**config.mk**
```make
export PLATFORM = sky130hd
export DESIGN_NAME = jts_sram_scan
export DESIGN_NICKNAME = d
export VERILOG_FILES = /design/src/jts_pkg.sv /design/src/jts_fifo2.sv /design/src/jts_sram_scan.sv
export VERILOG_INCLUDE_DIRS = /design/src
export SDC_FILE = /design/constraint.sdc
export NUM_CORES = 1
export LEC_CHECK = 0
export BUFFER_PORTS_ARGS = -buffer_cell sky130_fd_sc_hd__buf_2
export CORE_ASPECT_RATIO = 1.5
export CORE_UTILIZATION = 51
export DETAILED_ROUTE_END_ITERATION = 8
export PLACE_DENSITY = 0.74
export SLEW_MARGIN = 40
export SYNTH_ARGS = -nofsm -noshare
export SYNTH_HDL_FRONTEND = slang
export SYNTH_SLANG_ARGS = --single-unit
export TNS_END_PERCENT = 10
```
**constraint.sdc**
```tcl
create_clock -name sys_clk -period 16.65 [get_ports sys_clk]
set_clock_uncertainty 0.05 [all_clocks]
set_input_delay 0.8325 -clock sys_clk [delete_from_list [all_inputs] [get_ports sys_clk]]
set_output_delay 0.8325 -clock sys_clk [all_outputs]
set_load 0.05 [all_outputs]
```
**src/jts_defines.svh**
```systemverilog
// Constants for the boundary-scan test access logic
`ifndef JTS_DEFINES_SVH
`define JTS_DEFINES_SVH

`define JTS_IR_LEN 3
`define JTS_IR_EXTEST 3'h0
`define JTS_IR_IDCODE 3'h1
`define JTS_IR_SAMPZ 3'h2
`define JTS_IR_SAMPLE 3'h4
`define JTS_IR_BYPASS 3'h7
`define JTS_IR_CAPT 3'h1
`define JTS_BSR_LEN 107
`define JTS_N_DQ 36
`define JTS_CTRL_POS 48
`define JTS_ID_LEN 32
// Arbitrary identification value, bit 0 kept at one
`define JTS_ID_CODE 32'h0000_0A01
`define JTS_TLR_ONES 5

`endif

```
**src/jts_pkg.sv**
```systemverilog
// Types for the boundary-scan test access logic
package jts_pkg;

    typedef enum logic [3:0] {
        TLR, RTI, SEL_DR, CAP_DR, SH_DR, EX1_DR, PAU_DR, EX2_DR, UPD_DR,
        SEL_IR, CAP_IR, SH_IR, EX1_IR, PAU_IR, EX2_IR, UPD_IR
    } jts_state_type;

    typedef struct packed {
        logic data;
        logic oe;
    } jts_tdo_type;

endpackage : jts_pkg

```
**src/jts_fifo2.sv**
```systemverilog
// Two-entry buffer with valid and ready on both sides
`timescale 1ns/1ps
module jts_fifo2 #(
    parameter int WIDTH = 2
) (
    input wire logic sys_clk,
    input wire logic rst,
    input wire logic [WIDTH-1:0] in_data,
    input wire logic in_valid,
    output logic in_ready,
    output logic [WIDTH-1:0] out_data,
    output logic out_valid,
    input wire logic out_ready
);
    if (WIDTH < 1) begin : g_bad_width
        $error("jts_fifo2: WIDTH must be at least 1");
    end

    logic [WIDTH-1:0] mem_reg [2];
    logic wr_ptr_reg;
    logic rd_ptr_reg;
    logic [1:0] count_reg;
    wire push = in_valid && in_ready;
    wire pop = out_valid && out_ready;

    assign in_ready = (count_reg != 2'h2);
    assign out_valid = (count_reg != 2'h0);
    assign out_data = mem_reg[rd_ptr_reg];

    always_ff @(posedge sys_clk) begin
        if (push) begin
            mem_reg[wr_ptr_reg] <= in_data;
        end
    end

    always_ff @(posedge sys_clk or posedge rst) begin
        if (rst) begin
            wr_ptr_reg <= 1'b0;
            rd_ptr_reg <= 1'b0;
            count_reg <= 2'h0;
        end else begin
            wr_ptr_reg <= wr_ptr_reg ^ push;
            rd_ptr_reg <= rd_ptr_reg ^ pop;
            count_reg <= count_reg + {1'b0, push} - {1'b0, pop};
        end
    end
endmodule : jts_fifo2

```
**src/jts_sram_scan.sv**
```systemverilog
// Boundary-scan test access logic of a DDR SRAM, sampled on sys_clk
`timescale 1ns/1ps
`include "jts_defines.svh"

module jts_sram_scan #(
    parameter int BSR_LEN = `JTS_BSR_LEN,
    parameter int N_DQ = `JTS_N_DQ,
    parameter int CTRL_POS = `JTS_CTRL_POS,
    parameter logic [`JTS_ID_LEN-1:0] ID_CODE = `JTS_ID_CODE
) (
    input wire logic sys_clk,
    input wire logic rst,
    input wire logic tck,
    input wire logic tms,
    input wire logic tdi,
    input wire logic [N_DQ-1:0] sram_q,
    input wire logic sram_read,
    input wire logic sram_echo,
    input wire logic sram_echo_n,
    input wire logic [N_DQ-1:0] dq_pad_in,
    input wire logic [1:0] echo_pad_in,
    input wire logic [BSR_LEN-N_DQ-4:0] func_in,
    output logic tdo,
    output logic tdo_oe,
    output logic [N_DQ-1:0] dq_out,
    output logic [N_DQ-1:0] dq_oe,
    output logic echo_clock_out,
    output logic echo_clock_out_n,
    output logic echo_oe
);
    localparam int N_IN = BSR_LEN - N_DQ - 3;
    localparam int SW = 8 + 2 * N_DQ + N_IN;
    localparam int IRL = `JTS_IR_LEN;
    localparam int IDL = `JTS_ID_LEN;
    if (N_DQ < 1 || CTRL_POS < N_DQ + 2 || CTRL_POS >= BSR_LEN ||
        N_IN < 1) begin : g_bad_layout
        $error("jts_sram_scan: boundary layout does not fit BSR_LEN");
    end

    // ------------------------------------------------------------
    // Input synchronisers
    // ------------------------------------------------------------
    // Every pin and every memory-side signal is foreign to sys_clk
    logic [SW-1:0] sync1_reg;
    logic [SW-1:0] sync2_reg;
    logic tck_d_reg;
    wire [SW-1:0] raw = {sram_read, sram_echo_n, sram_echo, sram_q,
                         dq_pad_in, echo_pad_in, func_in, tdi, tms, tck};
    always_ff @(posedge sys_clk or posedge rst) begin
        if (rst) begin
            sync1_reg <= '0;
            sync2_reg <= '0;
            tck_d_reg <= 1'b0;
        end else begin
            sync1_reg <= raw;
            sync2_reg <= sync1_reg;
            tck_d_reg <= sync2_reg[0];
        end
    end

    wire tck_s = sync2_reg[0];
    wire tms_s = sync2_reg[1];
    wire tdi_s = sync2_reg[2];
    wire [N_IN-1:0] in_s = sync2_reg[3 +: N_IN];
    wire [1:0] epad_s = sync2_reg[3 + N_IN +: 2];
    wire [N_DQ-1:0] dpad_s = sync2_reg[5 + N_IN +: N_DQ];
    wire [N_DQ-1:0] q_s = sync2_reg[5 + N_IN + N_DQ +: N_DQ];
    wire [1:0] eint_s = sync2_reg[SW-3 +: 2];
    wire read_s = sync2_reg[SW-1];
    wire rise = tck_s && !tck_d_reg;
    wire fall = !tck_s && tck_d_reg;

    // ------------------------------------------------------------
    // TAP state machine
    // ------------------------------------------------------------
    function automatic jts_pkg::jts_state_type tap_next(
        input jts_pkg::jts_state_type s, input logic m);
        case (s)
            jts_pkg::TLR: tap_next = m ? jts_pkg::TLR : jts_pkg::RTI;
            jts_pkg::RTI: tap_next = m ? jts_pkg::SEL_DR : jts_pkg::RTI;
            jts_pkg::SEL_DR: tap_next = m ? jts_pkg::SEL_IR : jts_pkg::CAP_DR;
            jts_pkg::CAP_DR: tap_next = m ? jts_pkg::EX1_DR : jts_pkg::SH_DR;
            jts_pkg::SH_DR: tap_next = m ? jts_pkg::EX1_DR : jts_pkg::SH_DR;
            jts_pkg::EX1_DR: tap_next = m ? jts_pkg::UPD_DR : jts_pkg::PAU_DR;
            jts_pkg::PAU_DR: tap_next = m ? jts_pkg::EX2_DR : jts_pkg::PAU_DR;
            jts_pkg::EX2_DR: tap_next = m ? jts_pkg::UPD_DR : jts_pkg::SH_DR;
            jts_pkg::UPD_DR: tap_next = m ? jts_pkg::SEL_DR : jts_pkg::RTI;
            jts_pkg::SEL_IR: tap_next = m ? jts_pkg::TLR : jts_pkg::CAP_IR;
            jts_pkg::CAP_IR: tap_next = m ? jts_pkg::EX1_IR : jts_pkg::SH_IR;
            jts_pkg::SH_IR: tap_next = m ? jts_pkg::EX1_IR : jts_pkg::SH_IR;
            jts_pkg::EX1_IR: tap_next = m ? jts_pkg::UPD_IR : jts_pkg::PAU_IR;
            jts_pkg::PAU_IR: tap_next = m ? jts_pkg::EX2_IR : jts_pkg::PAU_IR;
            jts_pkg::EX2_IR: tap_next = m ? jts_pkg::UPD_IR : jts_pkg::SH_IR;
            default: tap_next = m ? jts_pkg::SEL_DR : jts_pkg::RTI;
        endcase
    endfunction : tap_next
    jts_pkg::jts_state_type state_reg;
    always_ff @(posedge sys_clk or posedge rst) begin
        if (rst) begin
            state_reg <= jts_pkg::TLR;
        end else if (rise) begin
            state_reg <= tap_next(state_reg, tms_s);
        end
    end
    wire cap_dr = rise && state_reg == jts_pkg::CAP_DR;
    wire sh_dr = rise && state_reg == jts_pkg::SH_DR;
    wire upd_dr = fall && state_reg == jts_pkg::UPD_DR;
    wire cap_ir = rise && state_reg == jts_pkg::CAP_IR;
    wire sh_ir = rise && state_reg == jts_pkg::SH_IR;
    wire upd_ir = fall && state_reg == jts_pkg::UPD_IR;
    // ------------------------------------------------------------
    // Instruction register and decode
    // ------------------------------------------------------------
    logic [IRL-1:0] ir_reg;
    logic [IRL-1:0] ir_sh_reg;
    always_ff @(posedge sys_clk or posedge rst) begin
        if (rst) begin
            ir_reg <= `JTS_IR_IDCODE;
            ir_sh_reg <= '0;
        end else begin
            if (state_reg == jts_pkg::TLR) begin
                ir_reg <= `JTS_IR_IDCODE;
            end else if (upd_ir) begin
                ir_reg <= ir_sh_reg;
            end
            if (cap_ir) begin
                ir_sh_reg <= `JTS_IR_CAPT;
            end else if (sh_ir) begin
                ir_sh_reg <= {tdi_s, ir_sh_reg[IRL-1:1]};
            end
        end
    end
    // Reserved codes fall through to the bypass path
    wire is_ext = ir_reg == `JTS_IR_EXTEST;
    wire is_idc = ir_reg == `JTS_IR_IDCODE;
    wire is_sz = ir_reg == `JTS_IR_SAMPZ;
    wire is_smp = ir_reg == `JTS_IR_SAMPLE;
    wire use_bsr = is_ext || is_sz || is_smp;
    wire use_upd = is_ext || is_smp;
    // ------------------------------------------------------------
    // Data registers
    // ------------------------------------------------------------
    function automatic logic [BSR_LEN-1:0] bsr_pack(
        input logic [N_DQ-1:0] dqv, input logic [1:0] ev,
        input logic [N_IN-1:0] inv, input logic ctl);
        int k;
        k = 0;
        bsr_pack = '0;
        for (int i = 0; i < BSR_LEN; i++) begin
            if (i < N_DQ) begin
                bsr_pack[i] = dqv[i];
            end else if (i < N_DQ + 2) begin
                bsr_pack[i] = ev[i-N_DQ];
            end else if (i == CTRL_POS) begin
                bsr_pack[i] = ctl;
            end else begin
                bsr_pack[i] = inv[k];
                k++;
            end
        end
    endfunction : bsr_pack
    logic [BSR_LEN-1:0] bsr_reg;
    logic [BSR_LEN-1:0] upd_reg;
    logic [IDL-1:0] id_reg;
    logic byp_reg;
    // Sample reads the core while it drives, the pad while it idles
    wire [N_DQ-1:0] dq_cap = (is_smp && read_s) ? q_s : dpad_s;
    wire [1:0] ec_cap = is_smp ? eint_s : epad_s;
    wire [BSR_LEN-1:0] cap_vec =
        bsr_pack(dq_cap, ec_cap, in_s, upd_reg[CTRL_POS]);
    wire ctrl = upd_reg[CTRL_POS];
    always_ff @(posedge sys_clk or posedge rst) begin
        if (rst) begin
            bsr_reg <= '0;
            upd_reg <= '0;
            id_reg <= '0;
            byp_reg <= 1'b0;
        end else begin
            if (cap_dr && use_bsr) begin
                bsr_reg <= cap_vec;
            end else if (sh_dr && use_bsr) begin
                bsr_reg <= {tdi_s, bsr_reg[BSR_LEN-1:1]};
            end
            if (upd_dr && use_upd) begin
                upd_reg <= bsr_reg;
            end
            if (cap_dr && is_idc) begin
                id_reg <= ID_CODE;
            end else if (sh_dr && is_idc) begin
                id_reg <= {tdi_s, id_reg[IDL-1:1]};
            end
            if (cap_dr) begin
                byp_reg <= 1'b0;
            end else if (sh_dr) begin
                byp_reg <= tdi_s;
            end
        end
    end

    // ------------------------------------------------------------
    // Output drive
    // ------------------------------------------------------------
    wire [N_DQ-1:0] dq_nx = is_ext ? upd_reg[N_DQ-1:0] : q_s;
    wire [N_DQ-1:0] dq_oe_nx =
        is_ext ? {N_DQ{ctrl}} : (is_sz ? '0 : {N_DQ{read_s}});
    wire [1:0] ec_nx = is_ext ? upd_reg[N_DQ +: 2] : eint_s;
    wire ec_oe_nx = !is_sz;
    always_ff @(posedge sys_clk or posedge rst) begin
        if (rst) begin
            dq_out <= '0;
            dq_oe <= '0;
            echo_clock_out <= 1'b0;
            echo_clock_out_n <= 1'b0;
            echo_oe <= 1'b0;
        end else begin
            dq_out <= dq_nx;
            dq_oe <= dq_oe_nx;
            echo_clock_out <= ec_nx[0];
            echo_clock_out_n <= ec_nx[1];
            echo_oe <= ec_oe_nx;
        end
    end

    // ------------------------------------------------------------
    // TDO path through the two-entry buffer
    // ------------------------------------------------------------
    // The bit is sampled one cycle after the rising edge so that the
    // shifted register is seen; the falling edge drains it to the pin.
    jts_pkg::jts_tdo_type tdo_src;
    jts_pkg::jts_tdo_type tdo_buf;
    jts_pkg::jts_tdo_type tdo_reg;
    logic pend_reg;
    logic buf_ready;
    logic buf_valid;
    wire dr_bit = use_bsr ? bsr_reg[0] : (is_idc ? id_reg[0] : byp_reg);

    assign tdo_src.oe = state_reg == jts_pkg::SH_DR ||
                        state_reg == jts_pkg::SH_IR;
    assign tdo_src.data = state_reg == jts_pkg::SH_IR ? ir_sh_reg[0] : dr_bit;

    jts_fifo2 #(.WIDTH(2)) u_tdo_buf (
        .sys_clk(sys_clk),
        .rst(rst),
        .in_data(tdo_src),
        .in_valid(pend_reg),
        .in_ready(buf_ready),
        .out_data(tdo_buf),
        .out_valid(buf_valid),
        .out_ready(fall)
    );

    always_ff @(posedge sys_clk or posedge rst) begin
        if (rst) begin
            pend_reg <= 1'b0;
            tdo_reg <= '0;
        end else begin
            pend_reg <= rise || (pend_reg && !buf_ready);
            if (fall && buf_valid) begin
                tdo_reg <= tdo_buf;
            end
        end
    end

    assign tdo = tdo_reg.data;
    assign tdo_oe = tdo_reg.oe;
endmodule : jts_sram_scan

```
==> reports/metrics.cfg, run 1 <==
[run_status]
status=complete, no violations

[grt]
grt_pass1_wl_um=53200
overflow=0
grt_use_total_pct=18.3
antenna_found_initial=1
grt_start_max_net_pins=158
grt_pass1_vias=10700

[routing]
ant_nets=0
drt-initial-drc-count=712
viasPerCell=5.01
wl_per_cell_um=15.9
dr.pass1.iters=4
via_count=10200
drc_errors=0
totalWireLength_um=32300

[timing]
slew_viol_final=0
setup_tns_ns=0
final_hold_viol_count=0
timing.final.crit_share_pct=18.7
rsz0062_at_grt=false
tightestPinTransition_ns=0.756
slew_headroom_pct=49.6
min_period_ns=3.11
fmax_ghz=0.322
setup_viol=0

[finish]
fin_area_mm2=0.0216
areaGrowthSynthToFinish_pct=15.7
final_cell_mix=531 x dfrtp_1, 226 x buf_2, 176 x nand2_1, 96 x o21ai_0, 74 x mux2i_1
layout.nets=1672
drive_gt1_share_pct=27.3
final_common_cell=dfrtp_1

[worst_setup_path]
reg2reg_depth=6
required_ns=17.05
r2r_slack_ns=13.54
cp_slowest_cell=dfrtp_1
cp_cell_sequence=and3b_1, o211ai_4, buf_4, buf_6, nand2_1, o31ai_1
path_max_fanout=102
crit_arrival_ns=3.51
max_stage_delay_ns=0.62
worst-setup-path-type=register to register
critPathCaptureType=register
cp-start-kind=register
critPathLaunch=state_reg[0]
r2r-start=state_reg[0]

[yosys]
synth_compound_area_share_pct=7.31
synth_edf_count=4
yosys.area_share.xor_xnor_pct=0.141
synthFlopType=dfrtp_1
synth_nets=1487
synth_mux_area_share_pct=8.88
syn_area_per_cell_um2=14.0
ys_warn_count=0
synthCells=1333
synth_top_family_by_area=multiplexers
synth-seq-cells=537
synth-simple-area-share_pct=7.20
seq_area_frac_synth_pct=72.2
synth_area_mm2=0.0186
ys_types=54
synthArstFlopShare_pct=99.3
synthAdderAreaFrac_pct=0.322

[power_and_ir_drop]
total_power_mw=2.77
power_density_mw_per_mm2=128
vdd_ir_drop_max_uv=105
p_leak_nw=10.3

[clocking]
cts-buffers-inserted=47
clkTransAtPathRegs_ns=0.07
cts_resized=0
root_buffer=clkbuf_16
htree_levels=2
clk_latency_ns=0.56
cts_tree=built
post_cts_buffers=0
ctsHoldBuffers=0
clockBufferDepth=3
cts_sinks=537

[run]
maxCapViolCount=0

[floorplan]
die_y_um=236
io_pins=227
initial_core_util_pct=51.9
die_w_um=158
dieArea_mm2=0.0374
core_area_mm2=0.0359
rows=85

[placement]
dp_hpwl_um=20200
gp_routability_congestion=0.805
portBuffers=226
place_area_mm2=0.0199

[min_path]
hp-class=input pin to asynchronous set/reset pin

-- power breakdown --
part,switching (mW),internal (mW)
combinational,0.162,0.0787
sequential,0.0494,1.37
clock,0.463,0.643
-- final cells by class --
type	count	area, µm²
fill	2794	14400
sequential	537	13500
multi-input combinational	673	4480
clock buffer	63	1370
antenna	1	2.50
inverter	13	61.3
clock inverter	21	243
tap	478	598
timing repair buffer	246	1360
-- logic make-up after synthesis --
family / Yosys count
flip-flops: 537
AND/OR/NAND/NOR: 298
AO/OA/AOI/OAI: 215
multiplexers: 152
buffers and inverters: 123
adder cells (fa/ha/maj): 5
XOR/XNOR: 3
-- critical path, delay by kind of cell (launching register included) --
kind	cells	cell delay, ns
flip-flops	1	0.62
AO/OA/AOI/OAI	2	0.52
buffers and inverters	2	1.22
AND/OR/NAND/NOR	2	0.54
-- metrics by stage --
step	util [%]	hold WS (ns)	worst slack [ns]	std cells
detailed placement	55.4	0.285	13.41	1945
CTS	59.9	0.287	13.52	2029
floorplan	-	0.281	0.874	1333
global route	60.0	0.225	13.30	2032
global placement	55.3	0.282	12.98	1944
finish	60.0	0.213	13.54	2032
-- synthesized netlist by cell type, drive strengths merged (3+ instances only) --
| master | instances | area (µm²) |
|---|---|---|
| nor2 | 55 | 209 |
| a211oi | 39 | 293 |
| mux2i | 74 | 741 |
| o21ai | 110 | 551 |
| dfrtp | 532 | 13300 |
| edfxtp | 4 | 120 |
| and2 | 10 | 62.6 |
| ha | 4 | 50.1 |
| nand2 | 177 | 672 |
| buf | 91 | 622 |
| nor2b | 31 | 194 |
| clkbuf | 19 | 71.3 |
| nor3 | 4 | 20.0 |
| o31ai | 39 | 318 |
| a21oi | 12 | 60.1 |
| nor4 | 3 | 48.8 |
| inv | 13 | 48.8 |
| mux2 | 78 | 916 |
| nand3 | 5 | 25.0 |
| o211ai | 3 | 36.3 |
| and3 | 3 | 18.8 |
-- layer usage --
layer	global-route usage [%]	share of wire (%)	vias to the layer above
met2	31.0	51	235
met5	0	0	-
met4	6.73	2.6	0
li1	-	-	4830
met3	2.87	4.2	56
met1	23.6	42	5052
-- worst paths after layout --
check	endpoint
setup / recovery	bsr_reg[23]
hold / removal	bsr_reg[81]
setup reg to reg	bsr_reg[23]
hold reg to reg	sync2_reg[25]
max in group asynchronous	sync2_reg[33]
min in group sys_clk	sync2_reg[25]
Note: power is estimated with default switching activity, not from simulation.
==> inputs of run 2 (changes only) <==
--- a/config.mk
+++ b/config.mk
@@ -6,6 +6,7 @@
 export SDC_FILE = /design/constraint.sdc
 export NUM_CORES = 1
 export LEC_CHECK = 0
+export ABC_AREA = 1
 export BUFFER_PORTS_ARGS = -buffer_cell sky130_fd_sc_hd__buf_2
 export CORE_ASPECT_RATIO = 1.5
 export CORE_UTILIZATION = 51
==> constraint.sdc (replaced) <==
create_clock -name sys_clk -period 2.83 [get_ports sys_clk]
set_clock_uncertainty 0.05 [all_clocks]
set_input_delay 0.1415 -clock sys_clk [delete_from_list [all_inputs] [get_ports sys_clk]]
set_output_delay 0.1415 -clock sys_clk [all_outputs]
set_load 0.05 [all_outputs]
==> reports/metrics.cfg, run 2 <==
[placement]
gp_routability_congestion=0.903  ; was 0.805
dp_slack_ns=0.581  ; was 13.41 ns
portBuffers=226  ; unchanged
dp_hpwl_um=21600  ; was 20200 µm
place_area_mm2=0.0201  ; was 0.0199 mm²
dp.cells=2191  ; was 1945

[timing]
slew_viol_final=0  ; unchanged
setup_viol=0  ; unchanged
timing.final.crit_share_pct=79.8  ; was 18.7%
final_hold_viol_count=0  ; unchanged
rsz0062_at_grt=false  ; unchanged
min_period_ns=2.26  ; was 3.11 ns
fmax_ghz=0.443  ; was 0.322 GHz
fin_ws_ns=0.572  ; was 13.54 ns
slew_headroom_pct=53.9  ; was 49.6%
tightestPinTransition_ns=0.690  ; was 0.756 ns

[floorplan]
core_area_mm2=0.0361  ; was 0.0359 mm²
dieArea_mm2=0.0375  ; was 0.0374 mm²
rows=85  ; unchanged
initial_core_util_pct=52.0  ; was 51.9%
die_w_um=158  ; about the same
die_y_um=237  ; was 236 µm
io_pins=227  ; unchanged

[worst_setup_path]
r2r-start=state_reg[1]  ; was state_reg[0]
cp-start-kind=register  ; unchanged
worst-setup-path-type=register to register  ; unchanged
reg2reg_depth=10  ; was 6
path_max_fanout=47  ; was 102
critPathCaptureType=register  ; unchanged
critPathLaunch=state_reg[1]  ; was state_reg[0]
r2r_slack_ns=0.57  ; was 13.54 ns
required_ns=3.28  ; was 17.05 ns
crit_arrival_ns=2.71  ; was 3.51 ns
r2r-end=bsr_reg[67]  ; was bsr_reg[23]
critPathCapture=bsr_reg[67]  ; was bsr_reg[23]

[clocking]
post_cts_buffers=0  ; unchanged
cts_tree=built  ; unchanged
cts-buffers-inserted=48  ; was 47
clk_latency_ns=0.56  ; about the same
cts_sinks=537  ; unchanged
clockBufferDepth=3  ; unchanged
root_buffer=clkbuf_16  ; unchanged
htree_levels=2  ; unchanged
clkTransAtPathRegs_ns=0.06  ; was 0.07 ns

[finish]
fin_area_mm2=0.0233  ; was 0.0216 mm²
areaGrowthSynthToFinish_pct=24.4  ; was 15.7%
fin_cells=2428  ; was 2032
num-fill-cells=2554  ; was 2794
final_common_cell=dfrtp_1  ; unchanged
layout.nets=2066  ; was 1672
final_cell_mix=531 x dfrtp_1, 414 x nand2_1, 226 x buf_2, 149 x dlygate4sd3_1, 98 x nand3_1  ; was 531 x dfrtp_1, 226 x buf_2, 176 x nand2_1, 96 x o21ai_0, 74 x mux2i_1
final_core_util_pct=64.6  ; was 60.0%
drive_gt1_share_pct=22.6  ; was 27.3%

[yosys]
yosys.cell_count.top_type=dfrtp_1  ; unchanged
synth-seq-cells=537  ; unchanged
synth_area_leaders=dfrtp_1 71%, nand2_1 8.3%, o211ai_1 3.2%  ; was dfrtp_1 71%, mux2_2 4.1%, mux2i_1 4.0%
ys_warn_count=0  ; unchanged
synth_area_mm2=0.0187  ; was 0.0186 mm²
synth_top_cell_area_share_pct=71.1  ; was 71.4%
syn_area_per_cell_um2=11.9  ; was 14.0 µm²
synth_nets=1732  ; was 1487
yosys.area.top_type=dfrtp_1  ; unchanged
synthCells=1578  ; was 1333
ys_types=33  ; was 54
synthFlopType=dfrtp_1  ; unchanged
synth_edf_count=4  ; unchanged
synthArstFlopShare_pct=99.3  ; unchanged
ys_top_cells_by_count=532 x dfrtp_1, 415 x nand2_1, 99 x nand3_1, 79 x o211ai_1, 75 x o21ai_0  ; was 532 x dfrtp_1, 176 x nand2_1, 96 x o21ai_0, 74 x mux2i_1, 68 x mux2_2
seq_area_frac_synth_pct=71.9  ; was 72.2%

[run_status]
status=complete, no violations  ; unchanged

[grt]
overflow=0  ; unchanged
grt_use_total_pct=22.4  ; was 18.3%
grt_pass1_vias=13100  ; was 10700
antenna_found_initial=1  ; unchanged
grt_pass1_wl_um=65300  ; was 53200 µm
grt_start_max_net_pins=134  ; was 158

[routing]
ant_nets=0  ; unchanged
totalWireLength_um=40400  ; was 32300 µm
via_count=12400  ; was 10200
drt-initial-drc-count=867  ; was 712
dr.pass1.iters=5  ; was 4
drc_errors=0  ; unchanged
wl_per_cell_um=16.6  ; was 15.9 µm
viasPerCell=5.09  ; was 5.01

[power_and_ir_drop]
vdd_ir_drop_max_uv=588  ; was 105 µV
p_leak_nw=11.4  ; was 10.3 nW
power_density_mw_per_mm2=746  ; was 128 mW/mm²

[min_path]
hp-class=input pin to asynchronous set/reset pin  ; unchanged

[run]
maxCapViolCount=0  ; unchanged

## run 2: layout make-up
cell class | count | area, µm² | area share [%]
inverter | 77 | 293 | 1.26
clock buffer | 70 | 1460 | 6.25
sequential | 537 | 13500 | 57.8
tap | 478 | 598 | 2.57
multi-input combinational | 854 | 4350 | 18.7
antenna | 1 | 2.50 | 0.0107
timing repair buffer | 394 | 2930 | 12.6
clock inverter | 17 | 211 | 0.908
## run 2: routing by layer
| metal | vias to the layer above | GRT usage, % | wire [µm] |
|---|---|---|---|
| met5 | - | 0 | 0 |
| met4 | 0 | 9.62 | 1560 |
| met3 | 101 | 3.73 | 1930 |
| met2 | 426 | 39.8 | 21300 |
| met1 | 6112 | 26.5 | 15600 |
| li1 | 5711 | - | - |
## run 2: what timing repair did
item / CTS / global route
endpoints found under the hold margin: 201 / 0
hold buffers: 149 / 0
resized for setup: 0 / 0
## run 2: worst min-delay path by stage
stage	depth (start not counted)	startpoint	endpoint
after global placement	2	rst	sync1_reg[22]
after global routing	3	rst	sync1_reg[21]
after detailed placement	2	rst	sync1_reg[21]
final	3	rst	sync1_reg[21]
after CTS	3	rst	bsr_reg[49]
after floorplan	0	tck	sync1_reg[0]
## run 2: cell families after synthesis
kind of cell	after synthesis	share of synthesized area, %
AO/OA/AOI/OAI	184	6.06
AND/OR/NAND/NOR	627	14.5
XOR/XNOR	3	0.140
adder cells (fa/ha/maj)	4	0.267
multiplexers	36	2.15
buffers and inverters	187	5.06
flip-flops	537	71.9
## run 2: metrics by stage
step	total power [mW]	hold WS [ns]	TNS (ns)
2_1_floorplan	10.1	0.123	-2453.37
3_3_place_gp	10.5	0.156	0
3_5_place_dp	10.6	0.160	0
4_1_cts	17.5	0.105	0
5_1_grt	18.1	0.141	0
6_report	17.4	0.116	0
## run 2: critical path, stage by stage, from the launching register on
cell     delay [ns]
dfrtp_1        0.47
nand2_2        0.15
inv_2          0.07
nand2_1        0.14
nor2_4         0.06
nor2_4         0.19
nor2_4         0.06
inv_2          0.52
buf_12         0.31
nand2_1        0.09
nand2_1        0.08
## run 2: report_power, final
| group | internal (mW) | switching (mW) | total [mW] |
|---|---|---|---|
| sequential | 8.17 | 0.265 | 8.44 |
| clock | 3.95 | 2.81 | 6.76 |
| combinational | 0.692 | 1.48 | 2.18 |
==> inputs of run 3 (changes only) <==
--- a/config.mk
+++ b/config.mk
@@ -11,7 +11,7 @@
 export CORE_ASPECT_RATIO = 1.5
 export CORE_UTILIZATION = 51
 export DETAILED_ROUTE_END_ITERATION = 8
-export PLACE_DENSITY = 0.74
+export PLACE_DENSITY = 0.71
 export SLEW_MARGIN = 40
 export SYNTH_ARGS = -nofsm -noshare
 export SYNTH_HDL_FRONTEND = slang
==> constraint.sdc (replaced) <==
create_clock -name sys_clk -period 2.2 [get_ports sys_clk]
set_clock_uncertainty 0.05 [all_clocks]
set_input_delay 0.11 -clock sys_clk [delete_from_list [all_inputs] [get_ports sys_clk]]
set_output_delay 0.11 -clock sys_clk [all_outputs]
set_load 0.05 [all_outputs]
==> reports/metrics.cfg, run 3 (same netlist as run 2, synthesis figures left out) <==
[worst_setup_path]
path_max_fanout=29  ; was 47
cp_slowest_cell=dfrtp_1  ; was inv_2
cp_num_buf_inv=2  ; was 3
required_ns=2.60  ; was 3.28 ns
cp-start-kind=register  ; unchanged
crit_family=simple AND/OR/NAND/NOR gates  ; was buffers and inverters
cp_cell_sequence=nand2_2, inv_2, nand3_4, nor2_4, buf_6, nand3_1, nand3_1, o21ai_0  ; was nand2_2, inv_2, nand2_1, nor2_4, nor2_4, nor2_4, inv_2, buf_12, nand2_1, nand2_1
critPathMostFrequentCell=nand3_1
worst-setup-path-type=register to register  ; unchanged
critPathCaptureType=register  ; unchanged
crit_arrival_ns=2.50  ; was 2.71 ns
max_stage_delay_ns=0.52  ; about the same

[run_status]
status=complete, no violations  ; unchanged

[timing]
rsz0062_at_grt=false  ; unchanged
fmax_ghz=0.476  ; was 0.443 GHz
timing.final.crit_share_pct=95.6  ; was 79.8%
min_period_ns=2.10  ; was 2.26 ns
slew_viol_final=0  ; unchanged
setup_viol=0  ; unchanged
slew_headroom_pct=60.5  ; was 53.9%
tightestPinTransition_ns=0.593  ; was 0.690 ns
holdWs_ns=0.0562  ; was 0.116 ns
setup_tns_ns=0  ; unchanged
final_hold_viol_count=0  ; unchanged
fin_ws_ns=0.0971  ; was 0.572 ns

[power_and_ir_drop]
p_sw_mw=5.84  ; was 4.56 mW
p_clk_share_pct=38.7  ; was 38.9%
p_int_mw=16.4  ; was 12.8 mW
p_leak_nw=11.5  ; was 11.4 nW
power_density_mw_per_mm2=948  ; was 746 mW/mm²
comb_power_share_pct=12.6  ; was 12.5%
pwr-share-seq_pct=48.7  ; was 48.6%
p_sw_share_pct=26.2  ; was 26.3%
vdd_ir_drop_max_uv=950  ; was 588 µV
total_power_mw=22.3  ; was 17.4 mW

[floorplan]
io_pins=227  ; unchanged
die_y_um=237  ; unchanged
dieArea_mm2=0.0375  ; unchanged
rows=85  ; unchanged
core_area_mm2=0.0361  ; unchanged
initial_core_util_pct=52.0  ; unchanged
die_w_um=158  ; unchanged

[grt]
grt_start_max_net_pins=85  ; was 134
antenna_found_initial=2  ; was 1
grt_pass1_vias=13000  ; was 13100
grt_pass1_wl_um=64700  ; was 65300 µm
grt_use_total_pct=22.1  ; was 22.4%
overflow=0  ; unchanged

[finish]
multi_input_area_mm2=0.00435  ; unchanged
fin_cells=2448  ; was 2428
final_common_cell=dfrtp_1  ; unchanged
final_cell_mix=531 x dfrtp_1, 414 x nand2_1, 226 x buf_2, 149 x dlygate4sd3_1, 98 x nand3_1  ; unchanged
ff_latch_area_mm2=0.0135  ; unchanged
layout.nets=2085  ; was 2066
antenna_cells=0  ; was 1
areaGrowthSynthToFinish_pct=25.4  ; was 24.4%
final_core_util_pct=65.2  ; was 64.6%
num-fill-cells=2603  ; was 2554
drive_gt1_share_pct=23.3  ; was 22.6%
fin_area_mm2=0.0235  ; was 0.0233 mm²

[placement]
dp_hpwl_um=23000  ; was 21600 µm
place_area_mm2=0.0203  ; was 0.0201 mm²
gp_routability_congestion=0.889  ; was 0.903
portBuffers=226  ; unchanged
dp.cells=2209  ; was 2191
dp_slack_ns=0.0691  ; was 0.581 ns

[clocking]
htree_levels=2  ; unchanged
cts-buffers-inserted=49  ; was 48
clkTransAtPathRegs_ns=0.07  ; was 0.06 ns
cts_sinks=537  ; unchanged
post_cts_buffers=0  ; unchanged
cts_tree=built  ; unchanged
root_buffer=clkbuf_16  ; unchanged
clockBufferDepth=3  ; unchanged
clk_latency_ns=0.57  ; was 0.56 ns

[routing]
dr.pass1.iters=5  ; unchanged
via_count=12200  ; was 12400
drt-initial-drc-count=784  ; was 867
viasPerCell=4.97  ; was 5.09
ant_nets=0  ; unchanged
drc_errors=0  ; unchanged
wl_per_cell_um=16.0  ; was 16.6 µm
totalWireLength_um=39100  ; was 40400 µm

[min_path]
hp-class=input pin to asynchronous set/reset pin  ; unchanged

[run]
maxCapViolCount=0  ; unchanged

[run 3: cell type report]
| type | instances | area share (%) |
|---|---|---|
| Clock inverter | 19 | 0.900 |
| Sequential cell | 537 | 57.3 |
| Timing Repair Buffer | 412 | 13.3 |
| Clock buffer | 71 | 6.23 |
| Inverter | 77 | 1.25 |
| Tap cell | 478 | 2.55 |
| Multi-Input combinational cell | 854 | 18.5 |
[run 3: what timing repair did]
| action | in CTS | in global routing |
|---|---|---|
| endpoints found under the setup margin | 0 | 37 |
| endpoints found under the hold margin | 338 | 0 |
| hold buffers | 149 | 0 |
| resized for setup | 0 | 2 |
[run 3: worst reg2reg max path: cells and delay by family (launching register included)]
| family | cells | cell delay, ns |
|---|---|---|
| flops | 1 | 0.52 |
| simple gates | 5 | 0.96 |
| buf+inv | 2 | 0.38 |
| compound gates | 1 | 0.08 |
[run 3: power groups by stage]
| stage | logic (mW) | clock network, mW | registers, mW |
|---|---|---|---|
| after floorplan | 1.62 | 0 | 11.3 |
| after detailed placement | 2.59 | 0 | 11.0 |
| final | 2.80 | 8.63 | 10.8 |
| after global routing | 3.08 | 9.22 | 10.9 |
| after CTS | 2.81 | 8.84 | 10.8 |
| after global placement | 2.54 | 0 | 11.0 |
[run 3: path summary, 6_finish.rpt]
| check | startpoint | end | slack, ns | cells after the start |
|---|---|---|---|---|
| worst min register to register | sync1_reg[64] | sync2_reg[64] | 0.29 | 0 |
| worst max-delay path | state_reg[0] | bsr_reg[31] | 0.1 | 8 |
| worst min-delay path | rst | sync1_reg[20] | 0.06 | 3 |
| worst max register to register | state_reg[0] | bsr_reg[31] | 0.1 | 8 |
| max in group asynchronous | rst | dq_out[29] | 1.09 | 4 |
| min in group sys_clk | func_in[41] | sync1_reg[44] | 0.13 | 2 |
[run 3: metal layers]
| layer | track usage [%] | vias to the layer above | share of wire, % |
|---|---|---|---|
| met5 | 0 | - | 0.056 |
| met4 | 8.54 | 4 | 3.6 |
| met3 | 3.83 | 99 | 4.7 |
| met2 | 38.3 | 348 | 51 |
| met1 | 27.4 | 5964 | 41 |
| li1 | - | 5744 | - |
